$ cat src/pif3_map.vh
// register offsets, bit positions and reset values of the flag register block
`ifndef PIF3_MAP_VH
`define PIF3_MAP_VH
`define PIF3_ADDR_W          4
`define PIF3_FLAGS_OFS       4'h0
`define PIF3_MODES_OFS       4'h1
`define PIF3_FLAGS_RST       8'h00
`define PIF3_MODES_RST       8'h00
`define PIF3_BIT_SYNC_DONE   7
`define PIF3_BIT_SYNC_COLL   6
`define PIF3_BIT_RX_FULL     5
`define PIF3_BIT_TX_EMPTY    4
`define PIF3_BIT_TMR_MATCH   3
`define PIF3_BIT_CC_E        2
`define PIF3_BIT_CC_D        1
`define PIF3_BIT_CC_C        0
`define PIF3_MODE_CAPTURE    2'h0
`define PIF3_MODE_COMPARE    2'h1
`define PIF3_MODE_PWM        2'h2
`endif

$ cat src/pif3_ccflag.v
// sticky flag of one capture/compare unit, gated by that unit's mode
`timescale 1ns/1ps
`include "pif3_map.vh"
module pif3_ccflag (
    input  wire       mclk,
    input  wire       rst_n,
    input  wire [1:0] mode,
    input  wire       capture_evt,
    input  wire       compare_evt,
    input  wire       sw_clear,
    output reg        flag_r
);
    reg flag_nxt;

    always @* begin
        flag_nxt = flag_r;
        if (sw_clear) begin
            flag_nxt = 1'b0;
        end
        // set wins over a clear in the same cycle; pwm mode never sets
        if (mode == `PIF3_MODE_CAPTURE && capture_evt) begin
            flag_nxt = 1'b1;
        end else if (mode == `PIF3_MODE_COMPARE && compare_evt) begin
            flag_nxt = 1'b1;
        end
    end

    always @(posedge mclk or negedge rst_n) begin
        if (!rst_n) begin
            flag_r <= 1'b0;
        end else begin
            flag_r <= flag_nxt;
        end
    end
endmodule // pif3_ccflag

$ cat src/pif3_flags.v
// peripheral interrupt request flag register 3 with register port
`timescale 1ns/1ps
`include "pif3_map.vh"
// Behaviour
// - sync port b collision sets sticky flag; only software writing zero clears it
// - tx empty flag follows buffer empty status; read-only, cleared by buffer write
// - timer d count equal to period sets sticky flag until software clears it
// - capture mode: capture event sets unit flag until software clears it
// - compare mode: match sets unit flag, software clears; pwm mode leaves it unused
module pif3_flags #(
    parameter TIMER_W = 8
) (
    input  wire                   mclk,
    input  wire                   rst_n,
    input  wire [`PIF3_ADDR_W-1:0] addr,
    input  wire [7:0]             wdata,
    input  wire                   wr_stb,
    input  wire                   rd_stb,
    output reg  [7:0]             rdata,
    input  wire                   sync_done_evt,
    input  wire                   sync_coll_evt,
    input  wire                   rx_buf_full,
    input  wire                   tx_buf_empty,
    input  wire [TIMER_W-1:0]     timer_d_count,
    input  wire [TIMER_W-1:0]     timer_d_period,
    input  wire [2:0]             capture_evt,
    input  wire [2:0]             compare_evt,
    output wire [7:0]             irq_flags,
    output wire [5:0]             cc_mode
);

    // unit count is fixed by the layout: three mode fields of two bits each
    localparam STICKY_N = 3;
    localparam STATUS_N = 2;
    localparam CC_N     = 3;
    localparam [7:0] FLAGS_RST = `PIF3_FLAGS_RST;
    localparam [7:0] MODES_RST = `PIF3_MODES_RST;
    // reset values per group, in the bit order of the vectors below
    localparam [STICKY_N-1:0] STICKY_RST = {FLAGS_RST[`PIF3_BIT_SYNC_DONE],
                                            FLAGS_RST[`PIF3_BIT_SYNC_COLL],
                                            FLAGS_RST[`PIF3_BIT_TMR_MATCH]};
    localparam [STATUS_N-1:0] STATUS_RST = {FLAGS_RST[`PIF3_BIT_RX_FULL],
                                            FLAGS_RST[`PIF3_BIT_TX_EMPTY]};

    reg  [7:0]          flags_word;
    reg  [7:0]          rdata_nxt;
    reg                 match_seen_r;
    wire [STICKY_N-1:0] sticky_set;
    wire [STICKY_N-1:0] sticky_keep;
    wire [STICKY_N-1:0] sticky_q;
    wire [STATUS_N-1:0] status_in;
    wire [STATUS_N-1:0] status_q;
    wire [2*CC_N-1:0]   modes_q;
    wire [CC_N-1:0]     cc_clear;
    wire [CC_N-1:0]     cc_flag;
    wire                flags_wr;
    wire                modes_wr;
    wire                match_now;
    wire                match_evt;

    genvar gi;

    // true when the bus address selects the register at the given offset
    function addr_hit;
        input [`PIF3_ADDR_W-1:0] a;
        input [`PIF3_ADDR_W-1:0] ofs;
        begin
            addr_hit = (a == ofs);
        end
    endfunction

    // word returned by a read; unmapped offsets read as zero
    function [7:0] read_word;
        input [`PIF3_ADDR_W-1:0] a;
        input [7:0]              flags;
        input [2*CC_N-1:0]       modes;
        begin
            if (addr_hit(a, `PIF3_FLAGS_OFS)) begin
                read_word = flags;
            end else if (addr_hit(a, `PIF3_MODES_OFS)) begin
                read_word = {2'h0, modes};
            end else begin
                read_word = 8'h00;
            end
        end
    endfunction

    // writes to unmapped offsets match neither decode and are dropped
    assign flags_wr = wr_stb && addr_hit(addr, `PIF3_FLAGS_OFS);
    assign modes_wr = wr_stb && addr_hit(addr, `PIF3_MODES_OFS);

    // a count that sits on the period sets the flag only once, so a flag
    // cleared by software stays clear until the count leaves and returns
    assign match_now = (timer_d_count == timer_d_period);
    assign match_evt = match_now && !match_seen_r;

    always @(posedge mclk or negedge rst_n) begin
        if (!rst_n) begin
            match_seen_r <= 1'b0;
        end else begin
            match_seen_r <= match_now;
        end
    end

    // sticky flags, bit order: transfer done, collision, timer match
    assign sticky_set  = {sync_done_evt,
                          sync_coll_evt,
                          match_evt};
    // a written zero clears a sticky flag, a written one leaves it alone
    assign sticky_keep = {wdata[`PIF3_BIT_SYNC_DONE],
                          wdata[`PIF3_BIT_SYNC_COLL],
                          wdata[`PIF3_BIT_TMR_MATCH]};

    generate
        for (gi = 0; gi < STICKY_N; gi = gi + 1) begin : g_sticky
            reg flag_r;
            reg flag_nxt;

            // an event in the cycle of a clear wins, so no event is lost
            always @* begin
                flag_nxt = flag_r;
                if (flags_wr && !sticky_keep[gi]) begin
                    flag_nxt = 1'b0;
                end
                if (sticky_set[gi]) begin
                    flag_nxt = 1'b1;
                end
            end

            always @(posedge mclk or negedge rst_n) begin
                if (!rst_n) begin
                    flag_r <= STICKY_RST[gi];
                end else begin
                    flag_r <= flag_nxt;
                end
            end

            assign sticky_q[gi] = flag_r;
        end
    endgenerate

    // buffer status bits, order: rx full, tx empty; the port cannot write them
    assign status_in = {rx_buf_full, tx_buf_empty};

    generate
        for (gi = 0; gi < STATUS_N; gi = gi + 1) begin : g_status
            reg level_r;

            always @(posedge mclk or negedge rst_n) begin
                if (!rst_n) begin
                    level_r <= STATUS_RST[gi];
                end else begin
                    level_r <= status_in[gi];
                end
            end

            assign status_q[gi] = level_r;
        end
    endgenerate

    // a written zero on a unit's bit clears that unit's flag
    assign cc_clear = {CC_N{flags_wr}} & ~{wdata[`PIF3_BIT_CC_E],
                                           wdata[`PIF3_BIT_CC_D],
                                           wdata[`PIF3_BIT_CC_C]};

    // one mode field and one flag per unit, order c, d, e;
    // modes 2 and 3 make the unit ignore both of its events
    generate
        for (gi = 0; gi < CC_N; gi = gi + 1) begin : g_cc
            reg [1:0] mode_r;

            always @(posedge mclk or negedge rst_n) begin
                if (!rst_n) begin
                    mode_r <= MODES_RST[2*gi+1:2*gi];
                end else if (modes_wr) begin
                    mode_r <= wdata[2*gi+1:2*gi];
                end
            end

            assign modes_q[2*gi+1:2*gi] = mode_r;

            pif3_ccflag u_cc (
                .mclk        (mclk),
                .rst_n       (rst_n),
                .mode        (mode_r),
                .capture_evt (capture_evt[gi]),
                .compare_evt (compare_evt[gi]),
                .sw_clear    (cc_clear[gi]),
                .flag_r      (cc_flag[gi])
            );
        end
    endgenerate

    // flag register word, each bit at its mapped position
    always @* begin
        flags_word                      = 8'h00;
        flags_word[`PIF3_BIT_SYNC_DONE] = sticky_q[2];
        flags_word[`PIF3_BIT_SYNC_COLL] = sticky_q[1];
        flags_word[`PIF3_BIT_RX_FULL]   = status_q[1];
        flags_word[`PIF3_BIT_TX_EMPTY]  = status_q[0];
        flags_word[`PIF3_BIT_TMR_MATCH] = sticky_q[0];
        flags_word[`PIF3_BIT_CC_E]      = cc_flag[2];
        flags_word[`PIF3_BIT_CC_D]      = cc_flag[1];
        flags_word[`PIF3_BIT_CC_C]      = cc_flag[0];
    end

    assign irq_flags = flags_word;
    assign cc_mode   = modes_q;

    // read data stands only in the cycle after the strobe, zero otherwise
    always @* begin
        rdata_nxt = 8'h00;
        if (rd_stb) begin
            rdata_nxt = read_word(addr, flags_word, modes_q);
        end
    end

    // the read mux is registered so rdata comes straight from flip-flops
    always @(posedge mclk or negedge rst_n) begin
        if (!rst_n) begin
            rdata <= 8'h00;
        end else begin
            rdata <= rdata_nxt;
        end
    end
endmodule // pif3_flags

$ cat config.mk
export PLATFORM = sky130hd
export DESIGN_NAME = pif3_flags
export DESIGN_NICKNAME = d
export VERILOG_FILES = /design/src/pif3_ccflag.v /design/src/pif3_flags.v
export VERILOG_INCLUDE_DIRS = /design/src
export SDC_FILE = /design/constraint.sdc
export NUM_CORES = 1
export LEC_CHECK = 0
export CAP_MARGIN = 30
export CORE_ASPECT_RATIO = 0.75
export CORE_MARGIN = 8
export CORE_UTILIZATION = 40
export DETAILED_ROUTE_END_ITERATION = 10
export DONT_BUFFER_PORTS = 1
export HOLD_SLACK_MARGIN = 0.15
export PLACE_DENSITY = 0.57
export REMOVE_ABC_BUFFERS = 1
export SETUP_SLACK_MARGIN = 0.1
export SYNTH_ARGS = -nofsm -noshare
export SYNTH_HDL_FRONTEND = slang
export SYNTH_SLANG_ARGS = --single-unit
export TNS_END_PERCENT = 50
$ cat constraint.sdc
create_clock -name mclk -period 1.7 [get_ports mclk]
set_input_delay 0.17 -clock mclk [delete_from_list [all_inputs] [get_ports mclk]]
set_output_delay 0.17 -clock mclk [all_outputs]
set_load 0.01 [all_outputs]
Word-level counts from Yosys, hierarchy flattened
Index checks and enable logic that the tools add are counted.
W data, S select, Z words.

cells by class
  reductions and logical operators = 26
  bitwise gates (word level) = 2
  equality and inequality tests = 5
  multiplexer cells = 18

operators with widths
  cell                  number
  $mux W8               2
  $mux W1               15
  $logic_and A1 B1 Y1   12
  $reduce_bool A3 Y1    3
  $eq A8 B8 Y1          1
  $eq A2 B1 Y1 const B  3
  $logic_not A2 Y1      3
  $mux W6               1
  $reduce_bool A2 Y1    3
  $eq A4 B1 Y1 const B  1
  $logic_not A1 Y1      4
  $logic_not A4 Y1      1
  $and A3 B3 Y3         1
  $not A3 Y3            1

storage, ports and cells
  output and inout port bits = 22
  bits in registers = 23
  logic and storage cells = 64

Depth between registers and ports, before layout
Gate-level depths: netlist (run 1).

  depth after elaboration = 6
  gate-level depth with buffers = 4
  mapped depth without buffers = 3

Modules after synthesis
From an unflattened synthesis (run 1), not the netlist that was laid out.

second synthesis, totals
  cells, all modules = 81
  area total of the unflattened synthesis = 1039.7 µm²

by module, submodules not included
  module       cells each  instances  area an instance (µm²)  seq. area each (µm²)
  pif3_flags   69          1          904.6                   500.5
  pif3_ccflag  4           3          45.0                    25.0

Worst setup path after synthesis (run 1)
Ideal clock, no wire load.

  kind = input -> register
  from = input addr[1]
  to = register g_cc[0].u_cc.flag_r
  path slack = 0.495 ns
  library setup time = 0.129 ns
  data required time = 1.571 ns
  path buffers = 1
  arrival time = 1.075 ns
  cell stages on the path = 4
  path through = or4b_1 > clkbuf_2 > o31ai_1 > o21ai_1

between the ends
  cells in the longest elaborated chain, start to end = 4

ends and longest elaborated chain
  item                                 RTL line          RTL
  start, declared                      pif3_flags.v:15   input wire [`PIF3_ADDR_W-1:0] addr,
  $logic_not A4 Y1                     pif3_flags.v:68   addr_hit = (a == ofs);
  $logic_and A1 B1 Y1                  pif3_flags.v:89   assign flags_wr = wr_stb && addr_hit(addr, `PIF3_FLAGS_OFS);
  $and A3 B3 Y3                        pif3_flags.v:162  assign cc_clear = {CC_N{flags_wr}} & ~{wdata[`PIF3_BIT_CC_E],
  $reduce_bool A3 Y1 (no source line)  n/a
  end signal, assigned                 pif3_ccflag.v:32  flag_r <= flag_nxt;
  end, declared                        pif3_ccflag.v:11  output reg flag_r

Every way passes these cells.
A chain may end at the register's enable or synchronous reset.

Worst setup path in the final report (run 1)
  from = input timer_d_count[4]
  to = register g_sticky[0].flag_r

between the ends
  cells in the longest elaborated chain, start to end = 3
  elaborated cells on any way between the ends = 4
  those cells by class = eq/ne (1); mux (1); reduce/logical (2)

ends and longest elaborated chain
  item                                           RTL line          RTL
  start, declared                                pif3_flags.v:24   input wire [TIMER_W-1:0] timer_d_count,
  $eq A8 B8 Y1 *                                 pif3_flags.v:94   assign match_now = (timer_d_count == timer_d_period);
  $logic_and A1 B1 Y1 *                          pif3_flags.v:95   assign match_evt = match_now && !match_seen_r;
  $mux W1 or $reduce_bool A2 Y1 (tied branches)  n/a
  end signal, assigned                           pif3_flags.v:132  flag_r <= STICKY_RST[gi];
  end signal, assigned                           pif3_flags.v:134  flag_r <= flag_nxt;
  end, declared                                  pif3_flags.v:116  reg flag_r;

Mark *: on every way between the ends. The rest lies on a longest branch, timed or not.

==> impl_results.md, run 1 <==
* Run status: completed
* Compound-Gate Fraction of Synth Area at approximately 7.0%
* Static leakage at 0.585 nW
* Detail Placement HPWL at 1.78 mm
* Weighted congestion reported at the end of routability-driven placement at 0.664
* Clock latency at the later pin of the worst-skew pair at roughly 0.3 ns
* Warnings, synthesis at 0
* Clock Sink Count at 23
* Required time of the worst setup path at 1.92 ns
* Highest achievable clock rate at around 650 MHz
* Category of the most critical setup path: in -> reg
* Fraction of layout instances using a drive strength above 1 at 10.7%
* Via count normalized by instance count at 5.05
* Period utilization at around nine tenths
* Worst hold slack after final layout at around 0.088 ns
* Register-to-Register Setup Slack at between 0.2 and 0.3 ns
* Number of antenna violations at the first check in global routing at 0
* Setup TNS after final layout at 0 ns
* WL final at about 2.6 mm
* Clock buffers created by TritonCTS at 3
* Post-Synthesis Cell Area at roughly 1000 µm²
* Clock-pin slew reported for the worst setup and hold paths after clock tree synthesis at between 0.1 and 0.15 ns
* Hold Vio Cnt, Final at 0
* Number of DRC markers after the initial detailed-route iteration at 16
* Maximum count of clock buffers along a single path at 2
* Main combinational cell family by area after synthesis: multiplexers
* Capturing point of the worst reg2reg path: g_cc[2].u_cc.flag_r$_DFFE_PN0P_
* Detailed-route DRC error count at 0
* Number of inserted diodes at 0
* Total power of the final layout at 0.00113 W
* Primary FF master, synth: dfrtp_1
* Number of vias after detailed routing at ~750
* Sw frac at a little over a quarter
* Clock period minus worst slack at between 1.5 and 2 ns
* Clk pwr share at a little over a fifth
* Area of the die at 4490 µm²
* Most common cell after layout, fill and taps aside: dlygate4sd3_1
* Adder-cell area share of the yosys netlist at 0%
* Remaining global-route overflow at 0
* Synthesized-area fraction occupied by and/or/nand/nor cells at 8.70%
* Depth of the worst register-to-register path at 3
* Post-synthesis instance total at 83
* RSZ-0062 raised after global routing: false
* Average cell area after synthesis at around 12 µm²
* H-tree level count at 1
* Net Sw Power at between 0.0003 and 0.0004 W
* Max-slew violation count at 0
* Synthesized flop and latch total at 23
* Average wire per cell in the routed design at roughly 18 µm
* Maximum vdd ir drop at roughly 0.0005 V
* Die height at ~60 µm
* Portion of netlist area occupied by mux cells at 15.2%
* End of the worst hold path: match_seen_r$_DFF_PN0_
* Asr flop ratio synth at 100%
* Hold Startpoint: timer_d_period[0]
* Register share of total power at ~60%
* Critical path startpoint: timer_d_count[4]
* Worst setup EP type: register
* First-pass GRT wire length at between 4 and 5 mm
* Pin count of the biggest net entering global routing at 24
* Hold Crit Depth at 3
* Area of the placeable core at 2540 µm²
* Design internal power at around 0.00083 W
* Sequential cell area fraction in the yosys report at 55.6%
* Worst clock skew at about 0.0044 ns
* Via count of the first global-routing pass at about 820
* Total power per unit cell area at 802 nW/µm²
* Number of distinct library cells after synthesis at 18
* Slew at the pin closest to its max-slew limit at around 0.7 ns
* Largest fanout on the critical path at 2
* Standard-cell rows at 16
* I/O pin count at between 60 and 70
* Xor/xnor cell area share of the yosys netlist at 6.76%
* Floorplan die width at between 70 and 80 µm
* Category of the worst setup path launch point: input pin
* Most frequent cells in the layout: 34 x dlygate4sd3_1, 23 x dfrtp_1, 9 x mux2i_1
* Effective utilization at floorplan at 40.7%
* Worst min path class: in -> reg
* Max-capacitance violation count at 0
* Root buffer cell: clkbuf_4
* GRT Resource Usage Total at 12.0%
* Final setup violating endpoints at 0
* Fillers at between 200 and 250
* CP Data Arrival Time at approximately 1.8 ns
* Antenna-violating nets left at 0
* TritonRoute pass-1 iters at 4
* TritonCTS clock tree: yes
* Reg-to-Reg Start: g_cc[2].mode_r[0]$_DFFE_PN0P_
* Combinational share of power at 18.5%
* Final-stage net count at approximately 160
* Worst slew margin relative to its limit at 54.4%
* Growth of design area from synthesis to finish at 36.1%
* Post-synth EDFFs at 0
* Number of port buffers at 0
==> registers in the layout, indices dropped and copies added (netlist names) <==
signal and cells:
rdata 8, g_sticky.flag_r 3, g_cc.mode_r 6, match_seen_r 1
g_status.level_r 2, g_cc.u_cc.flag_r 3
==> metal layers <==
metal | vias to the layer above | wire length (µm) | track usage, % | part of all wire [%]
met1 | 355 | 978 | 13.8 | 37
li1 | 341 | - | - | -
met3 | 2 | 378 | 6.03 | 14
met5 | - | 0 | 0 | 0
met4 | 0 | 8 | 1.67 | 0.30
met2 | 49 | 1270 | 20.0 | 48
==> area by class of cell <==
type,instances,area (µm²),share of cell area (%)
Clock buffer,4,26.3,1.86
Tap cell,36,45.0,3.19
Sequential cell,23,576,40.8
Multi-Input combinational cell,50,398,28.2
Timing Repair Buffer,35,365,25.9
==> cell usage after synthesis (2+ instances only) <==
| master | count | area, µm² |
|---|---|---|
| o31ai_1 | 6 | 45.0 |
| mux2_2 | 6 | 67.6 |
| o21ai_1 | 3 | 15.0 |
| buf_4 | 8 | 60.1 |
| dfrtp_1 | 23 | 576 |
| nand2b_1 | 2 | 12.5 |
| nand4_1 | 2 | 12.5 |
| nor3b_1 | 2 | 15.0 |
| xnor2_1 | 8 | 70.1 |
| nor2_1 | 7 | 26.3 |
| mux2i_1 | 9 | 90.1 |
==> worst max path at each step <==
| stage | end | cells after the start | slack (ns) |
|---|---|---|---|
| after floorplan | g_cc[0].u_cc.flag_r$_DFFE_PN0P_ | 3 | 0.50 |
| after global placement | g_sticky[0].flag_r$_DFFE_PN0P_ | 3 | 0.40 |
| after detailed placement | g_cc[1].u_cc.flag_r$_DFFE_PN0P_ | 3 | 0.36 |
| after CTS | g_sticky[0].flag_r$_DFFE_PN0P_ | 5 | 0.18 |
| after global routing | g_sticky[0].flag_r$_DFFE_PN0P_ | 5 | 0.08 |
| final | g_sticky[0].flag_r$_DFFE_PN0P_ | 5 | 0.16 |
==> worst max-delay path, cell delays in order <==
cell and delay (ns):
dlygate4sd3_1 0.55, xnor2_1 0.13, dlygate4sd3_1 0.57, nand4_1 0.11
o31ai_1 0.23
==> repair_timing <==
item                       4_1_cts  5_1_grt
gates resized for setup          0        1
setup endpoints to repair        0        1
hold buffers                    36        5
hold endpoints to repair        46        5
setup buffers                    0        0
==> power by group through the flow <==
stage | logic (W) | registers [W] | clock network, W
finish | 0.000209 | 0.000679 | 0.000243
global route | 0.000234 | 0.000688 | 0.000281
CTS | 0.000214 | 0.000682 | 0.000257
detailed placement | 0.000104 | 0.000693 | 0
global placement | 0.000102 | 0.000691 | 0
floorplan | 0.0000950 | 0.000670 | 0
==> logic make-up (layout without fill, tap and decap cells) <==
logic type / Yosys count / after routing
DFF: 23 / 23
and+or+nand+nor: 17 / 17
muxes: 15 / 15
AOI/OAI and AO/OA: 10 / 10
buffers and inverters: 10 / 39
xor gates and xnor gates: 8 / 8
==> per-stage QoR <==
stage               cell area [µm²]  worst slack, ns  utilization (%)  instances
floorplan                       966            0.503                -         73
global placement               1010            0.395             39.8        109
detailed placement             1010            0.365             39.8        109
CTS                            1400            0.183             55.0        149
global route                   1410           0.0848             55.5        148
finish                         1410            0.156             55.5        148
No activity file was read; power rests on OpenSTA's default activity.
==> run 2, diff against run 1 <==
--- a/config.mk
+++ b/config.mk
@@ -8,12 +8,13 @@
 export LEC_CHECK = 0
 export CAP_MARGIN = 30
 export CORE_ASPECT_RATIO = 0.75
-export CORE_MARGIN = 8
+export CORE_MARGIN = 3
 export CORE_UTILIZATION = 40
 export DETAILED_ROUTE_END_ITERATION = 10
 export DONT_BUFFER_PORTS = 1
 export HOLD_SLACK_MARGIN = 0.15
 export PLACE_DENSITY = 0.57
+export RECOVER_POWER = 50
 export REMOVE_ABC_BUFFERS = 1
 export SETUP_SLACK_MARGIN = 0.1
 export SYNTH_ARGS = -nofsm -noshare
==> run 2 against run 1 <==
Effect of this change: count of clock-buffer cells in the layout shrank 1; maximum frequency rose by 0.28%; first-iteration DRC count down 31%; sequential share of layout area grew 0.29 points; via count decreased by 0.13%; clock power grew 2%; wire length down 3.6%; flip-flop and latch count stayed put; clock skew is 0.0068 ns higher; largest power group unchanged; die area fell by 28%; setup slack better by 0.0043 ns; non-clock buffer count rose by 2.
==> impl_results.md, run 2 (synthesis results as in run 1) <==
* Run status: completed
* Placement-stage worst setup slack at 0.357 ns (-0.00747 ns)
* Worst path slowest cell: dlygate4sd3_1
* Largest fanout on the critical path at 2 (unchanged)
* Via count normalized by instance count at 5.04 (-0.13%)
* Final-stage net count at 157 (+1.3%)
* Slew at the pin closest to its max-slew limit at 0.992 ns (+0.311 ns)
* Highest achievable clock rate at 649 MHz (+0.28%)
* Clock buffers created by TritonCTS at 3 (unchanged)
* Period utilization at 90.6% (-0.25 points)
* Worst slew margin relative to its limit at 33.8% (-21 points)
* Reg-to-Reg Start: g_cc[0].mode_r[0]$_DFFE_PN0P_
* Growth of design area from synthesis to finish at 35.1%
* Leading registers by flop count: rdata: 8 flops, g_cc.mode_r: 6 flops
* Required time of the worst setup path at 1.92 ns (about the same)
* Floorplan die width at 64.8 µm (-13%)
* Maximum count of clock buffers along a single path at 2 (unchanged)
* Register containing the most flip-flops in the final layout: rdata
* Worst clock skew at 0.0112 ns (+0.00678 ns)
* GRT Resource Usage Total at 16.8% (+4.8 points)
* Cell seen most often among critical-path stages: dlygate4sd3_1
* Maximum vdd ir drop at 0.000424 V (-13%)
* Setup Buffers After CTS at 0 (unchanged)
* Average wire per cell in the routed design at 17.1 µm (-3.6%)
* Detail Placement HPWL at 1.57 mm (-12%)
* Category of the most critical setup path: in -> reg
* Worst setup EP type: register
* Clock Sink Count at 23 (unchanged)
* Max-capacitance violation count at 0 (unchanged)
* Clk pwr share at 21.8% (+0.3 points)
* Clock latency at the later pin of the worst-skew pair at 0.31 ns (about the same)
* Most common cell after layout, fill and taps aside: dlygate4sd3_1
* Worst min path class: in -> async
* Number of antenna violations at the first check in global routing at 0 (unchanged)
* TritonRoute pass-1 iters at 5 (+1)
* Ordered cell list for the critical path: dlygate4sd3_1 > xnor2_1 > dlygate4sd3_1 > nand4_1 > o31ai_1
* Number of DRC markers after the initial detailed-route iteration at 11 (-5)
* Register share of total power at 59.3% (-0.7 points)
* RSZ-0062 raised after global routing: false
* Root buffer cell: clkbuf_4
* Fraction of layout instances using a drive strength above 1 at 9.65% (-1.1 points)
* Setup TNS after final layout at 0 ns (unchanged)
* Max-slew violation count at 0 (unchanged)
* Final setup violating endpoints at 0 (unchanged)
* Number of inserted diodes at 0 (unchanged)
* WL final at 2.54 mm (-3.6%)
* Area of the die at 3240 µm² (-28%)
* Number of vias after detailed routing at 746 (-0.13%)
* Post-route worst setup slack at 0.160 ns (+0.00433 ns)
* Static leakage at 0.579 nW (-0.97%)
* Remaining global-route overflow at 0 (unchanged)
* Critical path startpoint: timer_d_count[0]
* Most frequent cells in the layout: 36 x dlygate4sd3_1, 23 x dfrtp_1, 9 x mux2i_1
* Total power per unit cell area at 811 nW/µm² (+1.2%)
* H-tree level count at 1 (unchanged)
* Largest stage delay on the critical path at 0.56 ns (about the same)
* Detailed-route DRC error count at 0 (unchanged)
* Clock period minus worst slack at 1.54 ns (-0.00433 ns)
* Category of the worst setup path launch point: input pin
* Sw frac at 27.5% (+0.53 points)
* Register-to-Register Setup Slack at 0.23 ns (-0.05 ns)
* Via count of the first global-routing pass at 836 (+2.6%)
* Pin count of the biggest net entering global routing at 24 (unchanged)
* First-pass GRT wire length at 4.00 mm (-0.84%)
* Effective utilization at floorplan at 43.5% (+2.7 points)
* Antenna-violating nets left at 0 (unchanged)
* Capturing point of the worst reg2reg path: g_cc[0].u_cc.flag_r$_DFFE_PN0P_
* I/O pin count at 64 (unchanged)
* CP Data Arrival Time at 1.76 ns (about the same)
* Depth of the worst register-to-register path at 3 (unchanged)
* Design internal power at 0.000824 W (-0.27%)
* Number of flip-flops in the largest register at 8 (unchanged)
* Combinational share of power at 18.9% (+0.4 points)
* Area of the placeable core at 2380 µm² (-6.2%)
* Number of port buffers at 0 (unchanged)
* Clock-pin slew reported for the worst setup and hold paths after clock tree synthesis at 0.13 ns (+0.02 ns)
* Die height at 50.1 µm (-17%)
* Hold Vio Cnt, Final at 0 (unchanged)
* TritonCTS clock tree: yes
* Net Sw Power at 0.000312 W (+2.4%)
* Standard-cell rows at 15 (-1)
* Weighted congestion reported at the end of routability-driven placement at 0.611 (-7.9%)
* Total of cells resized after clock tree synthesis at 0 (unchanged)
-- run 2: changes by cell type in the layout (fill, tap and decap cells not counted), sizes merged --
cell         delta
clkinv          +1
dlygate4sd3     +2
clkbuf          -1
-- run 2: critical path: cells and delay by family --
family | cells | cell delay [ns]
and+or+nand+nor | 1 | 0.12
buffers and inverters | 2 | 1.12
AOI/OAI and AO/OA | 1 | 0.19
xor gates and xnor gates | 1 | 0.15
-- run 2: area by class of cell --
| class | instances | area, µm² |
|---|---|---|
| clock buffers | 3 | 22.5 |
| multi-input cells | 50 | 390 |
| clock inverters | 1 | 5.00 |
| well taps | 34 | 42.5 |
| fillers | 201 | 983 |
| repair buffers | 37 | 364 |
| flip-flops and latches | 23 | 576 |
-- run 2: worst max path at each step --
| stage | slack, ns | cells past startpoint | end |
|---|---|---|---|
| final | 0.16 | 5 | g_sticky[0].flag_r$_DFFE_PN0P_ |
| after global routing | 0.11 | 5 | g_sticky[0].flag_r$_DFFE_PN0P_ |
| after CTS | 0.17 | 5 | g_sticky[0].flag_r$_DFFE_PN0P_ |
| after detailed placement | 0.36 | 3 | g_sticky[1].flag_r$_DFFE_PN0P_ |
| after global placement | 0.37 | 3 | g_cc[2].u_cc.flag_r$_DFFE_PN0P_ |
| after floorplan | 0.50 | 3 | g_cc[0].u_cc.flag_r$_DFFE_PN0P_ |
-- run 2: power by group through the flow --
stage	registers (W)	clock network [W]	logic, W
after floorplan	0.000670	0	0.0000950
after global placement	0.000686	0	0.000103
after detailed placement	0.000687	0	0.000106
after CTS	0.000676	0.000263	0.000215
after global routing	0.000683	0.000291	0.000236
final	0.000674	0.000248	0.000214
-- run 2: repair_timing --
action | 4_1_cts | 5_1_grt
hold buffers | 36 | 4
setup endpoints to repair | 0 | 1
hold endpoints to repair | 46 | 2
-- run 2: metrics by stage --
| stage | instance area [µm²] | total power (W) | hold slack (ns) | util [%] | std cells |
|---|---|---|---|---|---|
| floorplan | 966 | 0.000765 | -0.126 | - | 73 |
| global placement | 1010 | 0.000789 | -0.125 | 42.3 | 107 |
| detailed placement | 1010 | 0.000793 | -0.125 | 42.3 | 107 |
| CTS | 1400 | 0.00115 | 0.176 | 58.6 | 147 |
| global route | 1400 | 0.00121 | 0.113 | 58.7 | 148 |
| finish | 1400 | 0.00114 | 0.126 | 58.7 | 148 |
-- run 2: routing by layer --
layer  vias up  GRT usage (%)  wire (µm)
li1        345              -          -
met1       357           18.7        945
met2        44           29.9       1340
met3         0           7.29        248
met4         0           3.16          0
met5         -              0          0
